File: src/design/gpio_port_pkg.sv
// Package with register map, field positions, reset values and bus constants for the port
package gpio_port_pkg;
  localparam int unsigned PORT_WIDTH       = 8;   // Pins in the port
  localparam int unsigned ADDR_WIDTH       = 4;   // Avalon byte address width
  // Register byte offsets
  localparam logic [3:0] OFF_LATCH         = 4'h0; // port_output_latch
  localparam logic [3:0] OFF_DIRECTION     = 4'h4; // port_direction
  localparam logic [3:0] OFF_PULLUP        = 4'h8; // port_pullup_enable
  localparam logic [3:0] OFF_ANALOG_DIS    = 4'hC; // analog_input_disable_low
  // Reset values
  localparam logic [7:0] RST_LATCH         = 8'h00;
  localparam logic [7:0] RST_DIRECTION     = 8'h00;
  localparam logic [7:0] RST_PULLUP        = 8'h00;
  localparam logic [7:0] RST_ANALOG_DIS    = 8'h00;
  // Analog-disable bits that exist (0,1,4,5); others read zero
  localparam logic [7:0] ANALOG_DIS_MASK   = 8'h33;
  // Pins that share analog inputs (4..7)
  localparam logic [7:0] ANALOG_PIN_MASK   = 8'hF0;
  // Pins with external interrupt inputs (0..5)
  localparam logic [7:0] IRQ_PIN_MASK      = 8'h3F;
  // Pin carrying the comparator output and its negative / positive inputs
  localparam int unsigned CMP_OUT_PIN      = 6;
  localparam int unsigned CMP_NEG_PIN      = 5;
  localparam int unsigned CMP_POS_PIN      = 7;
  // Read data answer for an unmapped address
  localparam logic [31:0] UNMAPPED_DATA    = 32'h0000_0000;

  // Bus access phase
  typedef enum logic [1:0] {
    BUS_IDLE   = 2'b00,
    BUS_ANSWER = 2'b01
  } bus_state_t;
endpackage : gpio_port_pkg

File: src/design/analog_map.sv
// Spreads the packed analog-disable bits onto pins 4..7
`timescale 1ns/100ps
module analog_map (
  input  wire logic        ref_clk,        // Core clock
  input  wire logic        reset,          // Synchronous reset, high
  input  wire logic [7:0]  analog_dis,     // Register view, bits 0,1,4,5 used
  output logic      [7:0]  digital_en_r    // Per pin: digital input enabled
);
  // Registered so that downstream gating sees a clean level
  always_ff @(posedge ref_clk) begin
    if (reset) begin
      digital_en_r <= 8'h0F;  // Analog pins start with digital input off
    end else begin
      digital_en_r <= {analog_dis[5], analog_dis[4], analog_dis[1], analog_dis[0], 4'hF}; // RQ11
    end
  end
endmodule : analog_map

File: src/design/pin_cell.sv
// One pin's drive, pull-up and standby input gating
`timescale 1ns/100ps
module pin_cell (
  input  wire logic ref_clk,      // Core clock
  input  wire logic reset,        // Synchronous reset, high
  input  wire logic dir,          // 1 = general output
  input  wire logic latch,        // Output latch bit
  input  wire logic periph_oe,    // Sharing peripheral drives the pin
  input  wire logic periph_out,   // Peripheral output value
  input  wire logic pull_en,      // Pull-up enable bit
  input  wire logic float_now,    // Standby float in force
  input  wire logic keep_input,   // Interrupt keeps input alive in float
  input  wire logic pin_in,       // Pad level
  output logic      pin_out_r,    // Pad drive value
  output logic      pin_oe_r,     // Pad drive enable
  output logic      pull_on_r,    // Pull-up connected
  output logic      in_gated_r    // Input after standby gating
);
  logic drive_en;                 // Pin wanted driven
  logic drive_val;                // Level wanted on the pin

  // Peripheral output wins over the latch; software keeps them exclusive
  always_comb begin
    drive_en  = periph_oe | dir;                    // RQ1 RQ4 RQ7
    drive_val = periph_oe ? periph_out : latch;     // RQ1 RQ2 RQ5 RQ7
  end

  // Pad controls; in float hold nothing, otherwise follow the configuration
  always_ff @(posedge ref_clk) begin
    if (reset) begin
      pin_out_r <= 1'b0;
      pin_oe_r  <= 1'b0;
      pull_on_r <= 1'b0;
    end else begin
      pin_out_r <= drive_val;
      pin_oe_r  <= drive_en & ~float_now;                          // RQ14 RQ16
      // Pull-up is cut whenever the pin drives low, saving current
      pull_on_r <= pull_en & ~float_now & ~(drive_en & ~drive_val); // RQ19
    end
  end

  // Input path locked low in float unless an interrupt needs it
  always_ff @(posedge ref_clk) begin
    if (reset) begin
      in_gated_r <= 1'b0;
    end else begin
      in_gated_r <= pin_in & (~float_now | keep_input);   // RQ14 RQ15
    end
  end
endmodule : pin_cell

File: src/design/gpio_port.sv
// Eight-pin I/O port with Avalon-MM register access and analog sharing
`timescale 1ns/100ps
//
// Contract
// RQ1 - Direction one drives pin from latch
// RQ2 - Latch write shows directly on output pins
// RQ3 - Output pin read returns latch value
// RQ4 - Direction zero makes pin an input
// RQ5 - Input pins store latch, do not drive
// RQ6 - Input read gives pin; READ_MODIFY_WRITE gives latch
// RQ7 - Peripheral output enable lets peripheral drive
// RQ8 - Peripheral-driven read gives pin, READ_MODIFY_WRITE latch
// RQ9 - Reads give pin level despite peripheral input
// RQ10 - Software disables other sharing peripheral outputs
// RQ11 - Analog-disable bits 0,1,4,5 map pins 4-7
// RQ12 - Reset clears all direction bits
// RQ13 - Reset clears analog-disable register
// RQ14 - Standby float tristates pins, inputs low
// RQ15 - Enabled interrupt pins keep input in float
// RQ16 - Float bit zero keeps pins in standby
// RQ17 - Software configures analog pins correctly
// RQ18 - Interrupt pins always feed interrupt circuit; in float the code feeds low on pins whose interrupt is disabled
// RQ19 - Pull-up cut while pin drives low
// RQ20 - Comparator input-disable zero enables comparator
// RQ21 - Four byte registers, single bus access
module gpio_port #(
  parameter int unsigned WIDTH = gpio_port_pkg::PORT_WIDTH  // Pins in the port
) (
  input  wire logic        ref_clk,                  // Core clock, 100 MHz
  input  wire logic        reset,                    // Synchronous reset, high
  // Avalon-MM slave
  input  wire logic [3:0]  avs_address,              // Byte address
  input  wire logic        avs_read,                 // Read request
  input  wire logic        avs_write,                // Write request
  input  wire logic [31:0] avs_writedata,            // Write data
  input  wire logic [3:0]  avs_byteenable,           // Byte lanes
  input  wire logic        avs_rmw,                  // Read is the first half of a read_modify_write
  output logic      [31:0] avs_readdata,             // Read data
  output logic             avs_waitrequest,          // Stall
  // Pads
  input  wire logic [7:0]  pin_in,                   // Pad levels
  output logic      [7:0]  pin_out,                  // Pad drive values
  output logic      [7:0]  pin_oe,                   // Pad drive enables
  output logic      [7:0]  pull_on,                  // Pull-up connected per pin
  // Peripheral sharing
  input  wire logic [7:0]  periph_oe,                // Peripheral output enables
  input  wire logic [7:0]  periph_out,               // Peripheral output values
  input  wire logic        comparator_digital_out,   // Comparator result for pin 6
  input  wire logic        comparator_out_en,        // Comparator output enable
  input  wire logic        comparator_input_disable, // 0 = comparator inputs enabled
  // Standby
  input  wire logic        standby_pin_float,        // Float pins in stop or watch
  input  wire logic        standby_active,           // Stop or watch mode entered
  input  wire logic [5:0]  ext_irq_enable,           // Interrupt 0..5 enabled
  // Outputs to peripherals
  output logic      [7:0]  port_in_r,                // Gated pin inputs to peripherals
  output logic      [5:0]  ext_irq_in_r,             // Pin levels to interrupt circuit
  output logic      [3:0]  adc_analog_en_r,          // Analog path on pins 4..7
  output logic             comparator_in_en_r        // Comparator inputs connected
);

  // Refuse widths the map cannot serve
  if (WIDTH != 8) begin : g_width_check
    $error("gpio_port supports exactly eight pins");
  end

  // Register state
  logic [7:0] port_output_latch_r;        // Output latch
  logic [7:0] port_direction_r;           // Direction, 1 = output
  logic [7:0] port_pullup_enable_r;       // Pull-up enables
  logic [7:0] analog_input_disable_low_r; // Analog disable, bits 0,1,4,5
  gpio_port_pkg::bus_state_t bus_state_r; // Bus phase
  logic [31:0] readdata_nxt;              // Read mux output
  logic [7:0]  lat_nxt;                   // Next latch value
  logic [7:0]  digital_en_r;              // Digital input enabled per pin
  logic [7:0]  cell_out;                  // Pin cell drive values
  logic [7:0]  cell_oe;                   // Pin cell drive enables
  logic [7:0]  cell_pull;                 // Pin cell pull-ups
  logic [7:0]  cell_in;                   // Pin cell gated inputs
  logic [7:0]  eff_oe;                    // Merged peripheral output enables
  logic [7:0]  eff_out;                   // Merged peripheral output values
  logic [7:0]  keep_in;                   // Inputs kept alive in float
  logic        float_now;                 // Float currently forced
  logic        access;                    // Request being answered now

  // Merge byte lanes into a byte register, lane 0 only carries data
  function automatic logic [7:0] merge_byte(input logic [7:0] old_v,
                                            input logic [31:0] wdata,
                                            input logic [3:0] be);
    merge_byte = be[0] ? wdata[7:0] : old_v;
  endfunction : merge_byte

  // Address decode hit
  function automatic logic hit(input logic [3:0] addr, input logic [3:0] off);
    hit = (addr == off);
  endfunction : hit

  // One wait state: request seen in idle, answered next cycle
  always_ff @(posedge ref_clk) begin
    if (reset) begin
      bus_state_r <= gpio_port_pkg::BUS_IDLE;
    end else begin
      case (bus_state_r)
        gpio_port_pkg::BUS_IDLE: begin
          if (avs_read | avs_write) begin
            bus_state_r <= gpio_port_pkg::BUS_ANSWER;
          end
        end
        gpio_port_pkg::BUS_ANSWER: begin
          bus_state_r <= gpio_port_pkg::BUS_IDLE;
        end
        default: begin
          bus_state_r <= gpio_port_pkg::BUS_IDLE;
        end
      endcase
    end
  end

  // Waitrequest is high except in the answer cycle, registered
  always_ff @(posedge ref_clk) begin
    if (reset) begin
      avs_waitrequest <= 1'b1;
    end else begin
      avs_waitrequest <= ~((bus_state_r == gpio_port_pkg::BUS_IDLE) & (avs_read | avs_write));
    end
  end

  assign access = (bus_state_r == gpio_port_pkg::BUS_ANSWER);

  // Latch register, written in one access
  always_comb begin
    lat_nxt = merge_byte(port_output_latch_r, avs_writedata, avs_byteenable);
  end

  always_ff @(posedge ref_clk) begin
    if (reset) begin
      port_output_latch_r <= gpio_port_pkg::RST_LATCH;
    end else if (access & avs_write & hit(avs_address, gpio_port_pkg::OFF_LATCH)) begin
      port_output_latch_r <= lat_nxt;  // RQ2 RQ5 RQ21
    end
  end

  // Direction register, cleared at reset so every pin is an input
  always_ff @(posedge ref_clk) begin
    if (reset) begin
      port_direction_r <= gpio_port_pkg::RST_DIRECTION;  // RQ12
    end else if (access & avs_write & hit(avs_address, gpio_port_pkg::OFF_DIRECTION)) begin
      port_direction_r <= merge_byte(port_direction_r, avs_writedata, avs_byteenable); // RQ21
    end
  end

  // Pull-up enable register
  always_ff @(posedge ref_clk) begin
    if (reset) begin
      port_pullup_enable_r <= gpio_port_pkg::RST_PULLUP;
    end else if (access & avs_write & hit(avs_address, gpio_port_pkg::OFF_PULLUP)) begin
      port_pullup_enable_r <= merge_byte(port_pullup_enable_r, avs_writedata, avs_byteenable);
    end
  end

  // Analog-disable register; only four bits exist, the rest read zero
  always_ff @(posedge ref_clk) begin
    if (reset) begin
      analog_input_disable_low_r <= gpio_port_pkg::RST_ANALOG_DIS;  // RQ13
    end else if (access & avs_write & hit(avs_address, gpio_port_pkg::OFF_ANALOG_DIS)) begin
      analog_input_disable_low_r <= merge_byte(analog_input_disable_low_r, avs_writedata,
                                               avs_byteenable) & gpio_port_pkg::ANALOG_DIS_MASK;
    end
  end

  // Read mux: ordinary latch reads see pins where not output, READ_MODIFY_WRITE reads see the latch
  always_comb begin
    readdata_nxt = gpio_port_pkg::UNMAPPED_DATA;
    case (avs_address)
      gpio_port_pkg::OFF_LATCH: begin
        if (avs_rmw) begin
          readdata_nxt[7:0] = port_output_latch_r;                 // RQ6 RQ8
        end else begin
          // Peripheral-driven or input pins return the sampled level
          readdata_nxt[7:0] = (port_direction_r & ~eff_oe & port_output_latch_r)
                            | (~(port_direction_r & ~eff_oe) & cell_in); // RQ3 RQ6 RQ8 RQ9
        end
      end
      gpio_port_pkg::OFF_DIRECTION:  readdata_nxt[7:0] = port_direction_r;
      gpio_port_pkg::OFF_PULLUP:     readdata_nxt[7:0] = port_pullup_enable_r;
      gpio_port_pkg::OFF_ANALOG_DIS: readdata_nxt[7:0] = analog_input_disable_low_r;
      default:                       readdata_nxt = gpio_port_pkg::UNMAPPED_DATA;
    endcase
  end

  // Read data register, loaded as the request is taken
  always_ff @(posedge ref_clk) begin
    if (reset) begin
      avs_readdata <= 32'h0000_0000;
    end else if ((bus_state_r == gpio_port_pkg::BUS_IDLE) & avs_read) begin
      avs_readdata <= readdata_nxt;  // RQ21
    end
  end

  // Comparator output joins the peripheral drive set on its pin
  always_comb begin
    eff_oe  = periph_oe;
    eff_out = periph_out;
    eff_oe[gpio_port_pkg::CMP_OUT_PIN]  = periph_oe[gpio_port_pkg::CMP_OUT_PIN]
                                        | comparator_out_en;   // RQ7
    eff_out[gpio_port_pkg::CMP_OUT_PIN] = comparator_out_en ? comparator_digital_out
                                        : periph_out[gpio_port_pkg::CMP_OUT_PIN];
  end

  // Float applies only in stop or watch with the float bit set
  assign float_now = standby_pin_float & standby_active;  // RQ14 RQ16
  assign keep_in   = {2'b00, ext_irq_enable};             // RQ15

  // Analog-disable fan-out
  analog_map u_analog_map (
    .ref_clk      (ref_clk),
    .reset        (reset),
    .analog_dis   (analog_input_disable_low_r),
    .digital_en_r (digital_en_r)
  );

  // Per-pin cells
  for (genvar i = 0; i < 8; i++) begin : g_pin
    pin_cell u_cell (
      .ref_clk    (ref_clk),
      .reset      (reset),
      .dir        (port_direction_r[i]),
      .latch      (port_output_latch_r[i]),
      .periph_oe  (eff_oe[i]),
      .periph_out (eff_out[i]),
      .pull_en    (port_pullup_enable_r[i]),
      .float_now  (float_now),
      .keep_input (keep_in[i]),
      .pin_in     (pin_in[i]),
      .pin_out_r  (cell_out[i]),
      .pin_oe_r   (cell_oe[i]),
      .pull_on_r  (cell_pull[i]),
      .in_gated_r (cell_in[i])
    );
  end

  // Pad outputs come straight from the cell flip-flops
  assign pin_out = cell_out;
  assign pin_oe  = cell_oe;
  assign pull_on = cell_pull;

  // Peripheral inputs: analog pins with digital input off read low
  always_ff @(posedge ref_clk) begin
    if (reset) begin
      port_in_r <= 8'h00;
    end else begin
      port_in_r <= cell_in & digital_en_r;  // RQ11 RQ13
    end
  end

  // Interrupt circuit sees the gated pin level, low in float unless its interrupt is enabled; software masks it when unused
  always_ff @(posedge ref_clk) begin
    if (reset) begin
      ext_irq_in_r <= 6'h00;
    end else begin
      ext_irq_in_r <= cell_in[5:0];  // RQ18
    end
  end

  // Analog path on pins 4..7 open while their disable bit is zero
  always_ff @(posedge ref_clk) begin
    if (reset) begin
      adc_analog_en_r <= 4'hF;
    end else begin
      adc_analog_en_r <= ~digital_en_r[7:4];  // RQ11 RQ13
    end
  end

  // Comparator inputs need both pins' analog-disable at zero and input-disable bit low
  always_ff @(posedge ref_clk) begin
    if (reset) begin
      comparator_in_en_r <= 1'b0;
    end else begin
      comparator_in_en_r <= ~comparator_input_disable
                          & ~digital_en_r[gpio_port_pkg::CMP_NEG_PIN]
                          & ~digital_en_r[gpio_port_pkg::CMP_POS_PIN];  // RQ20
    end
  end

endmodule : gpio_port

File: config.mk
export PLATFORM = sky130hd
export DESIGN_NAME = gpio_port
export DESIGN_NICKNAME = d
export VERILOG_FILES = /design/src/design/gpio_port_pkg.sv /design/src/design/analog_map.sv /design/src/design/pin_cell.sv /design/src/design/gpio_port.sv
export SDC_FILE = /design/constraint.sdc
export NUM_CORES = 1
export LEC_CHECK = 0
export BUFFER_PORTS_ARGS = -buffer_cell sky130_fd_sc_hd__buf_4
export CORE_MARGIN = 2
export CORE_UTILIZATION = 52
export DETAILED_ROUTE_END_ITERATION = 6
export PLACE_DENSITY = 0.86
export SKIP_LAST_GASP = 1
export SLEW_MARGIN = 20
export SYNTH_ARGS = -nofsm -noshare
export SYNTH_HDL_FRONTEND = slang
export SYNTH_SLANG_ARGS = --single-unit
File: constraint.sdc
create_clock -name ref_clk -period 3.5 [get_ports ref_clk]
set_input_delay 0.7 -clock ref_clk [delete_from_list [all_inputs] [get_ports ref_clk]]
set_output_delay 0.7 -clock ref_clk [all_outputs]
set_load 0.01 [all_outputs]
**Word level (Yosys, flattened, before mapping)**

Cells that the tools add are included.

- Bits of input ports: 80
- Word-level logic and storage cells: 162
- Flip-flop bits (word level): 97

- Bitwise logic cells: 96
- Equality and inequality tests: 3
- Reductions and logical operators: 7
- Multiplexer cells: 11

Operator list:

| cell | count |
|---|---|
| 1-bit AND | 50 |
| 8-bit AND | 4 |
| 8-bit one-hot mux with 4 select lines | 1 |
| 1-bit inverter | 22 |
| 8-bit inverter | 2 |
| 1-bit OR | 16 |
| 1-bit 2-to-1 mux | 9 |
| 4-bit equality test, second input constant | 2 |
| 8-bit 2-to-1 mux | 1 |
| 8-bit OR | 1 |
| 2-bit AND reduction | 4 |
| 4-bit by 3-bit equality test with 1-bit output, second input constant | 1 |
| 4-bit logical NOT | 1 |
| 4-bit inverter | 1 |
| 2-bit logical NOT | 1 |
| 2-bit OR reduction | 1 |

**Longest topological paths before layout**

Gate-level depths: netlist of the first run.

- Depth in word-level cells: 8
- Mapped depth: 6

**Modules after synthesis**

A second synthesis of the first run with hierarchy kept.

- Cells, all modules: 383
- Area total of the unflattened synthesis: 3782.4 µm²

By module, submodules not included:

| module | cells each | area an instance (µm²) | seq. area each (µm²) | instances |
|---|---|---|---|---|
| gpio_port | 258 | 2462.4 | 1141.1 | 1 |
| pin_cell | 14 | 147.6 | 80.1 | 8 |
| analog_map | 13 | 138.9 | 80.1 | 1 |

**Worst setup path before layout of the first run**

No wires, ideal clock.

- Path type: input-to-reg
- From: input port avs_address[3]
- To: register port_output_latch_r[0]
- Cell stages on the path: 5
- Path slack: 1.667 ns
- Setup time: 0.132 ns
- Arrival: 1.701 ns
- Cells stage by stage: buf_4 nor4_4 nand2_2 nand2_1 a21oi_1

- Word-level cells in the longest chain between the ends: 3

RTL lines:

| element | RTL line | source |
|---|---|---|
| from (decl) | gpio_port.sv:32 | `input wire logic [3:0] avs_address,` |
| 4-bit logical NOT | gpio_port.sv:95 | `hit = (addr == off);` |
| 1-bit AND | gpio_port.sv:138 | `end else if (access & avs_write & hit(avs_address, gpio_port_pkg::OFF_LATCH)) begin` |
| 2-bit AND reduction (no source line) | - |  |
| to (signal assigned) | gpio_port.sv:137 | `port_output_latch_r <= gpio_port_pkg::RST_LATCH;` |
| to (signal assigned) | gpio_port.sv:139 | `port_output_latch_r <= lat_nxt;` |
| to (decl) | gpio_port.sv:68 | `logic [7:0] port_output_latch_r;` |

No other way between the ends.
A chain may end at the register's enable or synchronous reset.

**Final worst setup path of the first run**

- From: input port avs_write
- To: register port_direction_r[1]

- Word-level cells in the longest chain between the ends: 3

RTL lines:

| element | RTL line | source |
|---|---|---|
| from (decl) | gpio_port.sv:34 | `input wire logic avs_write,` |
| 1-bit AND (2 in series) | gpio_port.sv:147 | `end else if (access & avs_write & hit(avs_address, gpio_port_pkg::OFF_DIRECTION)) begin` |
| 2-bit AND reduction (no source line) | - |  |
| to (signal assigned) | gpio_port.sv:146 | `port_direction_r <= gpio_port_pkg::RST_DIRECTION;` |
| to (signal assigned) | gpio_port.sv:148 | `port_direction_r <= merge_byte(port_direction_r, avs_writedata, avs_byteenable);` |
| to (decl) | gpio_port.sv:69 | `logic [7:0] port_direction_r;` |

No other way between the ends.

==> results of run 1 <==
-- worst reg2reg max path, cell delays in order, from the launching register on --
cell,delay [ps]
dfxtp_1,370
and3_1,550
nand3_2,460
mux2i_1,280
nor2_1,60
-- flip-flops by register name, summed over array words and instances, names as in the netlist, 2 cells and up --
signal                      cells
avs_readdata                    8
port_output_latch_r             8
g_pin.u_cell.pull_on_r          8
g_pin.u_cell.in_gated_r         8
port_direction_r                8
g_pin.u_cell.pin_oe_r           8
adc_analog_en_r                 4
port_in_r                       8
analog_input_disable_low_r      4
g_pin.u_cell.pin_out_r          8
ext_irq_in_r                    2
port_pullup_enable_r            8
u_analog_map.digital_en_r       4
-- final timing paths --
check                                          startpoint                                to  slack, ps  cells past startpoint
setup reg to reg              bus_state_r[0]$_SDFFE_PP0N_  port_direction_r[1]$_SDFFE_PP0P_       1670                      4
hold / removal    u_analog_map.digital_en_r[6]$_SDFF_PP0_     adc_analog_en_r[2]$_SDFF_PP1_        410                      1
hold reg to reg   u_analog_map.digital_en_r[6]$_SDFF_PP0_     adc_analog_en_r[2]$_SDFF_PP1_        410                      1
setup / recovery                                avs_write  port_direction_r[1]$_SDFFE_PP0P_       1630                      5
-- kinds of logic after synthesis --
group                  after synthesis
multiplexers                        30
AO/OA/AOI/OAI                       64
flip-flops                          89
other                                1
buffers and inverters               75
AND/OR/NAND/NOR                    146
-- per-stage QoR --
| stage | utilization (%) | worst slack [ps] | cell area [um2] | hold WS [ps] | std cells |
|---|---|---|---|---|---|
| 6_report | 63.6 | 1630 | 4540 | 411 | 583 |
| 4_1_cts | 63.6 | 1670 | 4540 | 411 | 583 |
| 3_5_place_dp | 60.7 | 1260 | 4340 | 391 | 567 |
| 5_1_grt | 63.6 | 1560 | 4540 | 435 | 583 |
| 3_3_place_gp | 60.7 | 1330 | 4340 | 400 | 567 |
| 2_1_floorplan | - | 1670 | 3870 | 378 | 428 |
-- placed cells by master, fill, tap and decap left out, drive strengths merged --
cell type / synthesis / layout
buf: 57 / 106
dfxtp: 89 / 89
nor2: 45 / 45
nand2: 32 / 32
mux2i: 26 / 26
a21oi: 25 / 25
conb: 1 / 24
nor2b: 21 / 21
inv: 9 / 13
o21ai: 11 / 11
o21a: 10 / 10
nand3: 10 / 10
and3: 9 / 9
nand2b: 9 / 9
clkbuf: 9 / 9
nor3b: 6 / 6
a22o: 5 / 5
o21bai: 4 / 4
a22oi: 4 / 4
mux2: 4 / 4
o211ai: 4 / 4
nand3b: 3 / 3
nand4: 3 / 3
and2: 2 / 2
clkinvlp: 0 / 2
nor4: 2 / 2
or2: 1 / 1
or4b: 1 / 1
o2111ai: 1 / 1
and2b: 1 / 1
and4: 1 / 1
bufinv: 0 / 1
-- routing by layer --
layer / vias up / GRT usage [%]
li1: 1438 / -
met1: 1314 / 25.9
met2: 87 / 33.8
met3: 16 / 3.51
met4: 0 / 10.4
met5: - / 0
-- report_power, final --
part           total (uW)  internal [uW]  switching [uW]
combinational         183           85.2            97.6
clock                 724            342             382
sequential           1040           1030            9.57
-- area by class of cell --
cell class / count / area (um2) / area share [%]
multi-input combinational: 264 / 1600 / 35.2
tap: 99 / 124 / 2.73
clock inverter: 7 / 82.6 / 1.82
inverter: 9 / 33.8 / 0.744
clock buffer: 9 / 124 / 2.73
sequential: 89 / 1780 / 39.2
timing repair buffer: 106 / 796 / 17.5
==> reports/summary.txt, run 1 <==
Fill cells - 610
Max_cap viols - 0
Clk sink count - 89
Family with the most delay on the worst path - simple AND/OR/NAND/NOR gates
Top-area cell type share of the netlist area - 47.1%
Endpoints failing setup - 0
HP Class - reg2reg
Most common cell in the synthesized netlist - dfxtp_1
Status - finished, final reports clean
Met3 routed WL - 437 um
# IOs - 156
Slew HR - 54.1%
Vias in the first global route - 2659
Ys Warns - 0
Via/cell ratio - 4.90
Vias after detailed routing - 2855
WL per Instance - 13.7 um
Post-synthesis compound-gate area fraction - 11.1%
Top post-synthesis cells by area - dfxtp_1, buf_4, mux2i_1, nor2_1, a21oi_1
Leak - 0.00212 uW
1st-pass router iterations - 4
Setup crit start kind - primary input
GRT Total Usage - 20.5%
Final Critical Period - 1870 ps
Post-CTS Resized - 0
CTS tree - done
Required @ worst endpoint - 3730 ps
Die height - 89.3 um
Max Buffers Root-to-Sink - 2
CP peak stage delay - 530 ps
Share of cells above drive strength 1 - 28.9%
Area share of and/or/nand/nor cells after synthesis - 20.8%
Initial antenna violation count - 0
WL final - 7.96 mm
Port bufs - 104
Skew-Pair Late Insertion Delay - 360 ps
First-pass GRT wire length - 12.4 mm
Rows - 31
RSZ-0062 raised after global routing - no
Met2 routed WL - 3.86 mm
Register area share after synthesis - 47.1%
WP data arrival - 2100 ps
Post-synth EDFFs - 0
# DRC - 0
Mapped cell area - 3780 um2
Slowest-stage cell, CP - and3_1
Post-synth ARST share - 0%
Worst-path fanout max - 12
Clock Skew - 10.5 ps
Main flop type after synthesis - dfxtp_1
CTS buffer count - 9
DP Wirelength - 5.83 mm
Largest net degree at the start of global routing - 65
Inserted Diodes - 0
Crit-path cells - buf_4, and3_1, nand3_2, mux2i_1, nor2_1
WP buf/inv - 1
Detailed Route Iter0 Violations - 102
Least-Margin Pin Slew - 689 ps
Max Clk Rate - 534 MHz
Initial Util - 53.0%
Clock-pin slew on the worst setup and hold paths - 100 ps
List of most frequent post-synthesis cells - dfxtp_1, buf_4, nor2_1
Synth Area in XOR/XNOR - 0%
Maximum VDD drop - 294 uV
Largest family of logic cells by synthesized area - simple AND/OR/NAND/NOR gates
Yosys reg bits - 89
Fin. Hold Viols - 0
Hold_buf cts - 0
Count of different cell masters after synthesis - 40
Post-synthesis cell count - 405
Area Overhead vs Synth - 20.1%
Post-synthesis mux area share - 8.07%
Synth area leader - dfxtp_1
Final #Nets - 559
Pins Over Slew Limit - 0
DIE AREA - 7970 um2
Gr ovfl total - 0
Post-Synth Adder-Cell Area - 0%
DIE WIDTH - 89.3 um
Tot Pwr - 1950 uW
Area of the core - 7140 um2
CTS Root Cell - clkbuf_8
DRT antenna net count - 0
GP Congestion - 0.811
Max layer used - met4
Endpoint type of the worst setup path - flip-flop
Final period util - 53.5%
Kind of critical path - in2reg
Pwr dens - 429 nW/um2
Met1 WL - 3.45 mm
Max H-tree Level - 3
Setup TNS - 0 ps
Post-CTS setup buffer count - 0
Mapped Avg Cell Area - 9.34 um2
(Power assumes the default switching activity.)
==> run 2: changes to the inputs <==
- ABC_AREA: default -> 1
- CORE_UTILIZATION: 52 -> 43
- PLACE_DENSITY: 0.86 -> 0.76
- clock period: 3.5 -> 1.6 ns (I/O delays scaled with it)
==> run 2 against run 1 <==
  * Cell count grew 18%
  * Non-clock buffer count up 8
  * Synthesized area decreased by 0.40%
  * Sequential power is 120% higher
  * Sequential cell count is the same
  * Via count up 11%
  * Sequential share of layout area down 0.20 points
  * Clock skew decreased by 4.6 ps
  * Utilization fell by 11 points
  * Global-route usage shrank 1.3 points
  * Critical path depth did not move
  * Highest routed layer unchanged
==> reports/summary.txt, run 2 <==
Final Critical Period - 1370 ps
Post-synth EDFFs - 0
RSZ-0062 raised after global routing - no
Pwr dens - 907 nW/um2
Post-Synth Adder-Cell Area - 0%
RR Endpoint - port_output_latch_r[0]$_SDFFE_PP0P_
Area Overhead vs Synth - 21.2%
Endpoints failing setup - 0
GP Congestion - 0.872
List of most frequent post-synthesis cells - dfxtp_1, nor2_1, nand2_1
Setup crit start kind - flip-flop
Final period util - 85.9%
Register area share after synthesis - 47.3%
Ys Warns - 0
Vias after detailed routing - 3182
DP Wirelength - 6.77 mm
HP Class - in2reg
DP Worst Slack - 68.5 ps
Worst r2r src - bus_state_r[0]$_SDFFE_PP0N_
WP data arrival - 1620 ps
Critical path endpoint - port_output_latch_r[0]$_SDFFE_PP0P_
Seq pwr share - 55.1%
Final #Nets - 655
Commonest non-fill, non-tap cells in the layout - buf_4, dfxtp_1, nor2_1
Leak - 0.00224 uW
Clock Skew - 5.82 ps
Via/cell ratio - 4.63
Maximum VDD drop - 437 uV
Gr ovfl total - 0
Post-synthesis mux area share - 0%
Mapped Avg Cell Area - 7.64 um2
Hold depth - 2
First-pass GRT wire length - 14.5 mm
Flop-to-flop setup slack - 230 ps
Post-CTS setup buffer count - 0
Area share of and/or/nand/nor cells after synthesis - 24.1%
CTS buffer count - 9
Largest family of logic cells by synthesized area - simple AND/OR/NAND/NOR gates
DIE WIDTH - 97.6 um
Clk sink count - 89
1st-pass router iterations - 4
# DRC - 0
CTS tree - done
Max Clk Rate - 728 MHz
Pins Over Slew Limit - 0
CTS Root Cell - clkbuf_8
Crit path from - bus_state_r[0]$_SDFFE_PP0N_
Commonest non-fill, non-tap cell in the layout - buf_4
DIE AREA - 9520 um2
Post-synthesis compound-gate area fraction - 10.2%
Main flop type after synthesis - dfxtp_1
Inserted Diodes - 0
Post-synth ARST share - 0%
Rows - 34
Hold_sp - comparator_input_disable
Top post-synthesis cells by area - dfxtp_1, buf_4, nor2_1, nand2_1, o21ai_0
Clock-pin slew on the worst setup and hold paths - 90 ps
Fill cells - 859
Register Area - 1780 um2
Max_cap viols - 0
Yosys reg bits - 89
Die height - 97.6 um
Initial Util - 43.8%
# IOs - 156
Post-synthesis cell count - 493
Area of the core - 8590 um2
WL final - 9.09 mm
Count of different cell masters after synthesis - 26
Skew-Pair Late Insertion Delay - 350 ps
Internal - 3040 uW
Port bufs - 104
DRT antenna net count - 0
Net Switching - 1100 uW
GRT Total Usage - 19.2%
Sw Ratio - 26.6%
Share of cells above drive strength 1 - 25.2%
WL per Instance - 13.2 um
Synth area leader - dfxtp_1
Synth Area in XOR/XNOR - 0%
Initial antenna violation count - 0
R2R cell count - 5
Post-CTS Resized - 0
Top-area cell type share of the netlist area - 47.3%
Largest net degree at the start of global routing - 35
Setup TNS - 0 ps
Vias in the first global route - 3062
Hold_buf cts - 0
Worst-path fanout max - 16
Fin. Hold Viols - 0
Endpoint type of the worst setup path - flip-flop
Required @ worst endpoint - 1840 ps
Max H-tree Level - 3
Max Buffers Root-to-Sink - 2
Multi-input logic area - 1380 um2
Logic gate share of total power - 10.7%
Setup slack after layout - 226 ps
Mapped cell area - 3770 um2
Status - finished, final reports clean
Detailed Route Iter0 Violations - 145
Clock network fraction of total power - 34.2%
Kind of critical path - reg2reg
Most common cell in the synthesized netlist - dfxtp_1
==> run 2: cell types whose count changed in the layout (fill, tap and decap cells not counted), sizes merged, moves of 26 or more <==
| cell | previous run | this run |
|---|---|---|
| nand2 | 32 | 78 |
| o21ai | 11 | 49 |
| nor2 | 45 | 85 |
| mux2i | 26 | 0 |
| nand3 | 10 | 37 |
| inv | 13 | 57 |
==> run 2: routing by layer <==
layer  global-route usage (%)  part of all wire [%]
met5                        0                     0
met4                     9.51                   3.2
met1                     23.1                    41
met3                     2.95                   6.3
met2                     33.2                    49
==> run 2: worst min-delay path by stage <==
stage	endpoint	slack (ps)
after floorplan	adc_analog_en_r[0]$_SDFF_PP1_	370
after CTS	comparator_in_en_r$_SDFF_PP0_	120
after detailed placement	adc_analog_en_r[2]$_SDFF_PP1_	400
after global routing	comparator_in_en_r$_SDFF_PP0_	110
after global placement	adc_analog_en_r[2]$_SDFF_PP1_	400
final	comparator_in_en_r$_SDFF_PP0_	130
==> run 2: cell families after synthesis <==
logic type             after synthesis
AO/OA/AOI/OAI                       74
buffers and inverters              121
flip-flops                          89
other                                1
AND/OR/NAND/NOR                    208
==> run 2: area by class of cell <==
type                            instances  area share, %
Tap cell                              108           2.96
Inverter                               55           4.52
Clock buffer                            9           2.71
Multi-Input combinational cell        306           30.3
Timing Repair Buffer                  114           19.3
Clock inverter                          7           1.21
Sequential cell                        89           39.0
==> run 2: critical path: stages (launching register included) <==
cell and delay [ps]:
dfxtp_1 380, nand3_1 250, inv_1 230, nand2_4 170, o21ai_0 200, a21oi_1 50
==> run 2: power groups by stage <==
stage | Combinational, uW | Clock (uW) | Sequential (uW)
CTS | 446 | 1440 | 2280
detailed placement | 445 | 0 | 2330
global placement | 436 | 0 | 2330
floorplan | 289 | 0 | 2330
global route | 490 | 1520 | 2290
finish | 445 | 1410 | 2280
==> run 2: per-stage QoR <==
step	hold slack [ps]	total power [uW]	util, %	cell area (um2)	std cells
global route	109	4300	53.1	4570	688
CTS	117	4170	53.1	4570	688
global placement	397	2770	51.0	4390	672
floorplan	371	2620	-	3850	516
finish	130	4140	53.1	4570	688
detailed placement	396	2780	51.0	4390	672
==> run 3: changes to the inputs <==
- CELL_PAD_IN_SITES_DETAIL_PLACEMENT: default -> 2
- CELL_PAD_IN_SITES_GLOBAL_PLACEMENT: default -> 2
- CORE_UTILIZATION: 43 -> 23
- PLACE_DENSITY: 0.76 -> default
- PLACE_DENSITY_LB_ADDON: default -> 0.1
==> run 3 against run 2 <==
  * Via count up 5.8%
  * Global-route usage is 4.9 points lower
  * Combinational power rose by 4%
  * Setup slack got worse by 73 ps
  * Sequential cell count stayed put
  * Largest power group is now the clock network
  * Highest routed layer unchanged
==> reports/summary.txt, run 3 (synthesized netlist as in run 2, its figures left out) <==
Status - finished, final reports clean
Final #Nets - 658
Max Clk Rate - 691 MHz
Post-CTS setup buffer count - 0
1st-pass router iterations - 6
Leak - 0.00233 uW
# DRC - 0
Max Buffers Root-to-Sink - 2
Detailed Route Iter0 Violations - 68
Tot Pwr - 5250 uW
DP Wirelength - 8.88 mm
Pwr dens - 1070 nW/um2
Rows - 46
Area of the core - 15900 um2
Maximum VDD drop - 541 uV
CTS buffer count - 9
GP Congestion - 0.722
Fill cells - 1875
CTS Root Cell - clkbuf_16
Endpoints failing setup - 0
Vias after detailed routing - 3367
Pins Over Slew Limit - 0
Commonest non-fill, non-tap cells in the layout - buf_4, dfxtp_1, nor2_1
Clock Skew - 7.47 ps
First-pass GRT wire length - 19.4 mm
Final Critical Period - 1450 ps
Hold_buf cts - 0
Worst-path fanout max - 8
Setup slack after layout - 153 ps
GRT Total Usage - 14.3%
Max H-tree Level - 3
DIE WIDTH - 132 um
WL final - 11.9 mm
Endpoint type of the worst setup path - flip-flop
WL per Instance - 14.9 um
Inserted Diodes - 0
Kind of critical path - reg2reg
Gr ovfl total - 0
Share of cells above drive strength 1 - 25.6%
Skew-Pair Late Insertion Delay - 350 ps
DRT antenna net count - 0
Die height - 132 um
Area Overhead vs Synth - 29.9%
Setup crit start kind - flip-flop
Vias in the first global route - 3659
Post-CTS Resized - 0
Clock-pin slew on the worst setup and hold paths - 70 ps
Initial antenna violation count - 0
Final hold slack - 127 ps
Clk sink count - 89
DIE AREA - 17400 um2
Fin. Hold Viols - 0
Via/cell ratio - 4.21
CTS tree - done
Final period util - 90.5%
WP data arrival - 1680 ps
DP Worst Slack - -11.3 ps
Largest net degree at the start of global routing - 35
Max_cap viols - 0
Commonest non-fill, non-tap cell in the layout - buf_4
RSZ-0062 raised after global routing - no
Final Util - 30.7%
Port bufs - 104
# IOs - 156
HP Class - in2reg
Placed Area - 4540 um2
Required @ worst endpoint - 1840 ps
Initial Util - 23.6%
Final instance area - 4890 um2
## run 3: cell type report
class	instances	area [um2]	share of cell area, %
clock buffer	9	225	4.60
clock inverter	7	124	2.53
inverter	55	206	4.22
multi-input combinational	306	1380	28.3
sequential	89	1780	36.4
tap	216	270	5.52
timing repair buffer	117	903	18.5
## run 3: through the flow
stage	cells	setup TNS, ps
6_report	799	0
5_1_grt	799	0
4_1_cts	799	0
3_5_place_dp	783	-11.3
3_3_place_gp	783	0
2_1_floorplan	516	0
## run 3: worst max-delay path, cell delays in order, from the launching register on
cell	delay [ps]
dfxtp_1	370
nand3_1	260
inv_1	210
nand3_2	180
o21ai_0	250
a21oi_1	60
## run 3: power by group
part / switching (uW) / internal, uW / leakage (uW)
Combinational: 264 / 198 / 0.00144
Clock: 959 / 1540 / 0.000167
Sequential: 18.2 / 2260 / 0.000724
## run 3: path summary, 6_finish.rpt
path / startpoint / end / cells after the start / slack, ps
max: bus_state_r[0]$_SDFFE_PP0N_ / analog_input_disable_low_r[1]$_SDFFE_PP0P_ / 5 / 150
min: comparator_input_disable / comparator_in_en_r$_SDFF_PP0_ / 2 / 130
max reg2reg: bus_state_r[0]$_SDFFE_PP0N_ / analog_input_disable_low_r[1]$_SDFFE_PP0P_ / 5 / 150
min reg2reg: u_analog_map.digital_en_r[7]$_SDFF_PP0_ / adc_analog_en_r[3]$_SDFF_PP1_ / 1 / 420
## run 3: per-layer routing
layer | GRT usage, % | wire (um) | vias to the layer above
met1 | 16.3 | 5080 | 1630
met3 | 2.54 | 410 | 12
met2 | 26.2 | 6180 | 76
met4 | 6.16 | 238 | 0
met5 | 0 | 0 | -
li1 | - | - | 1649
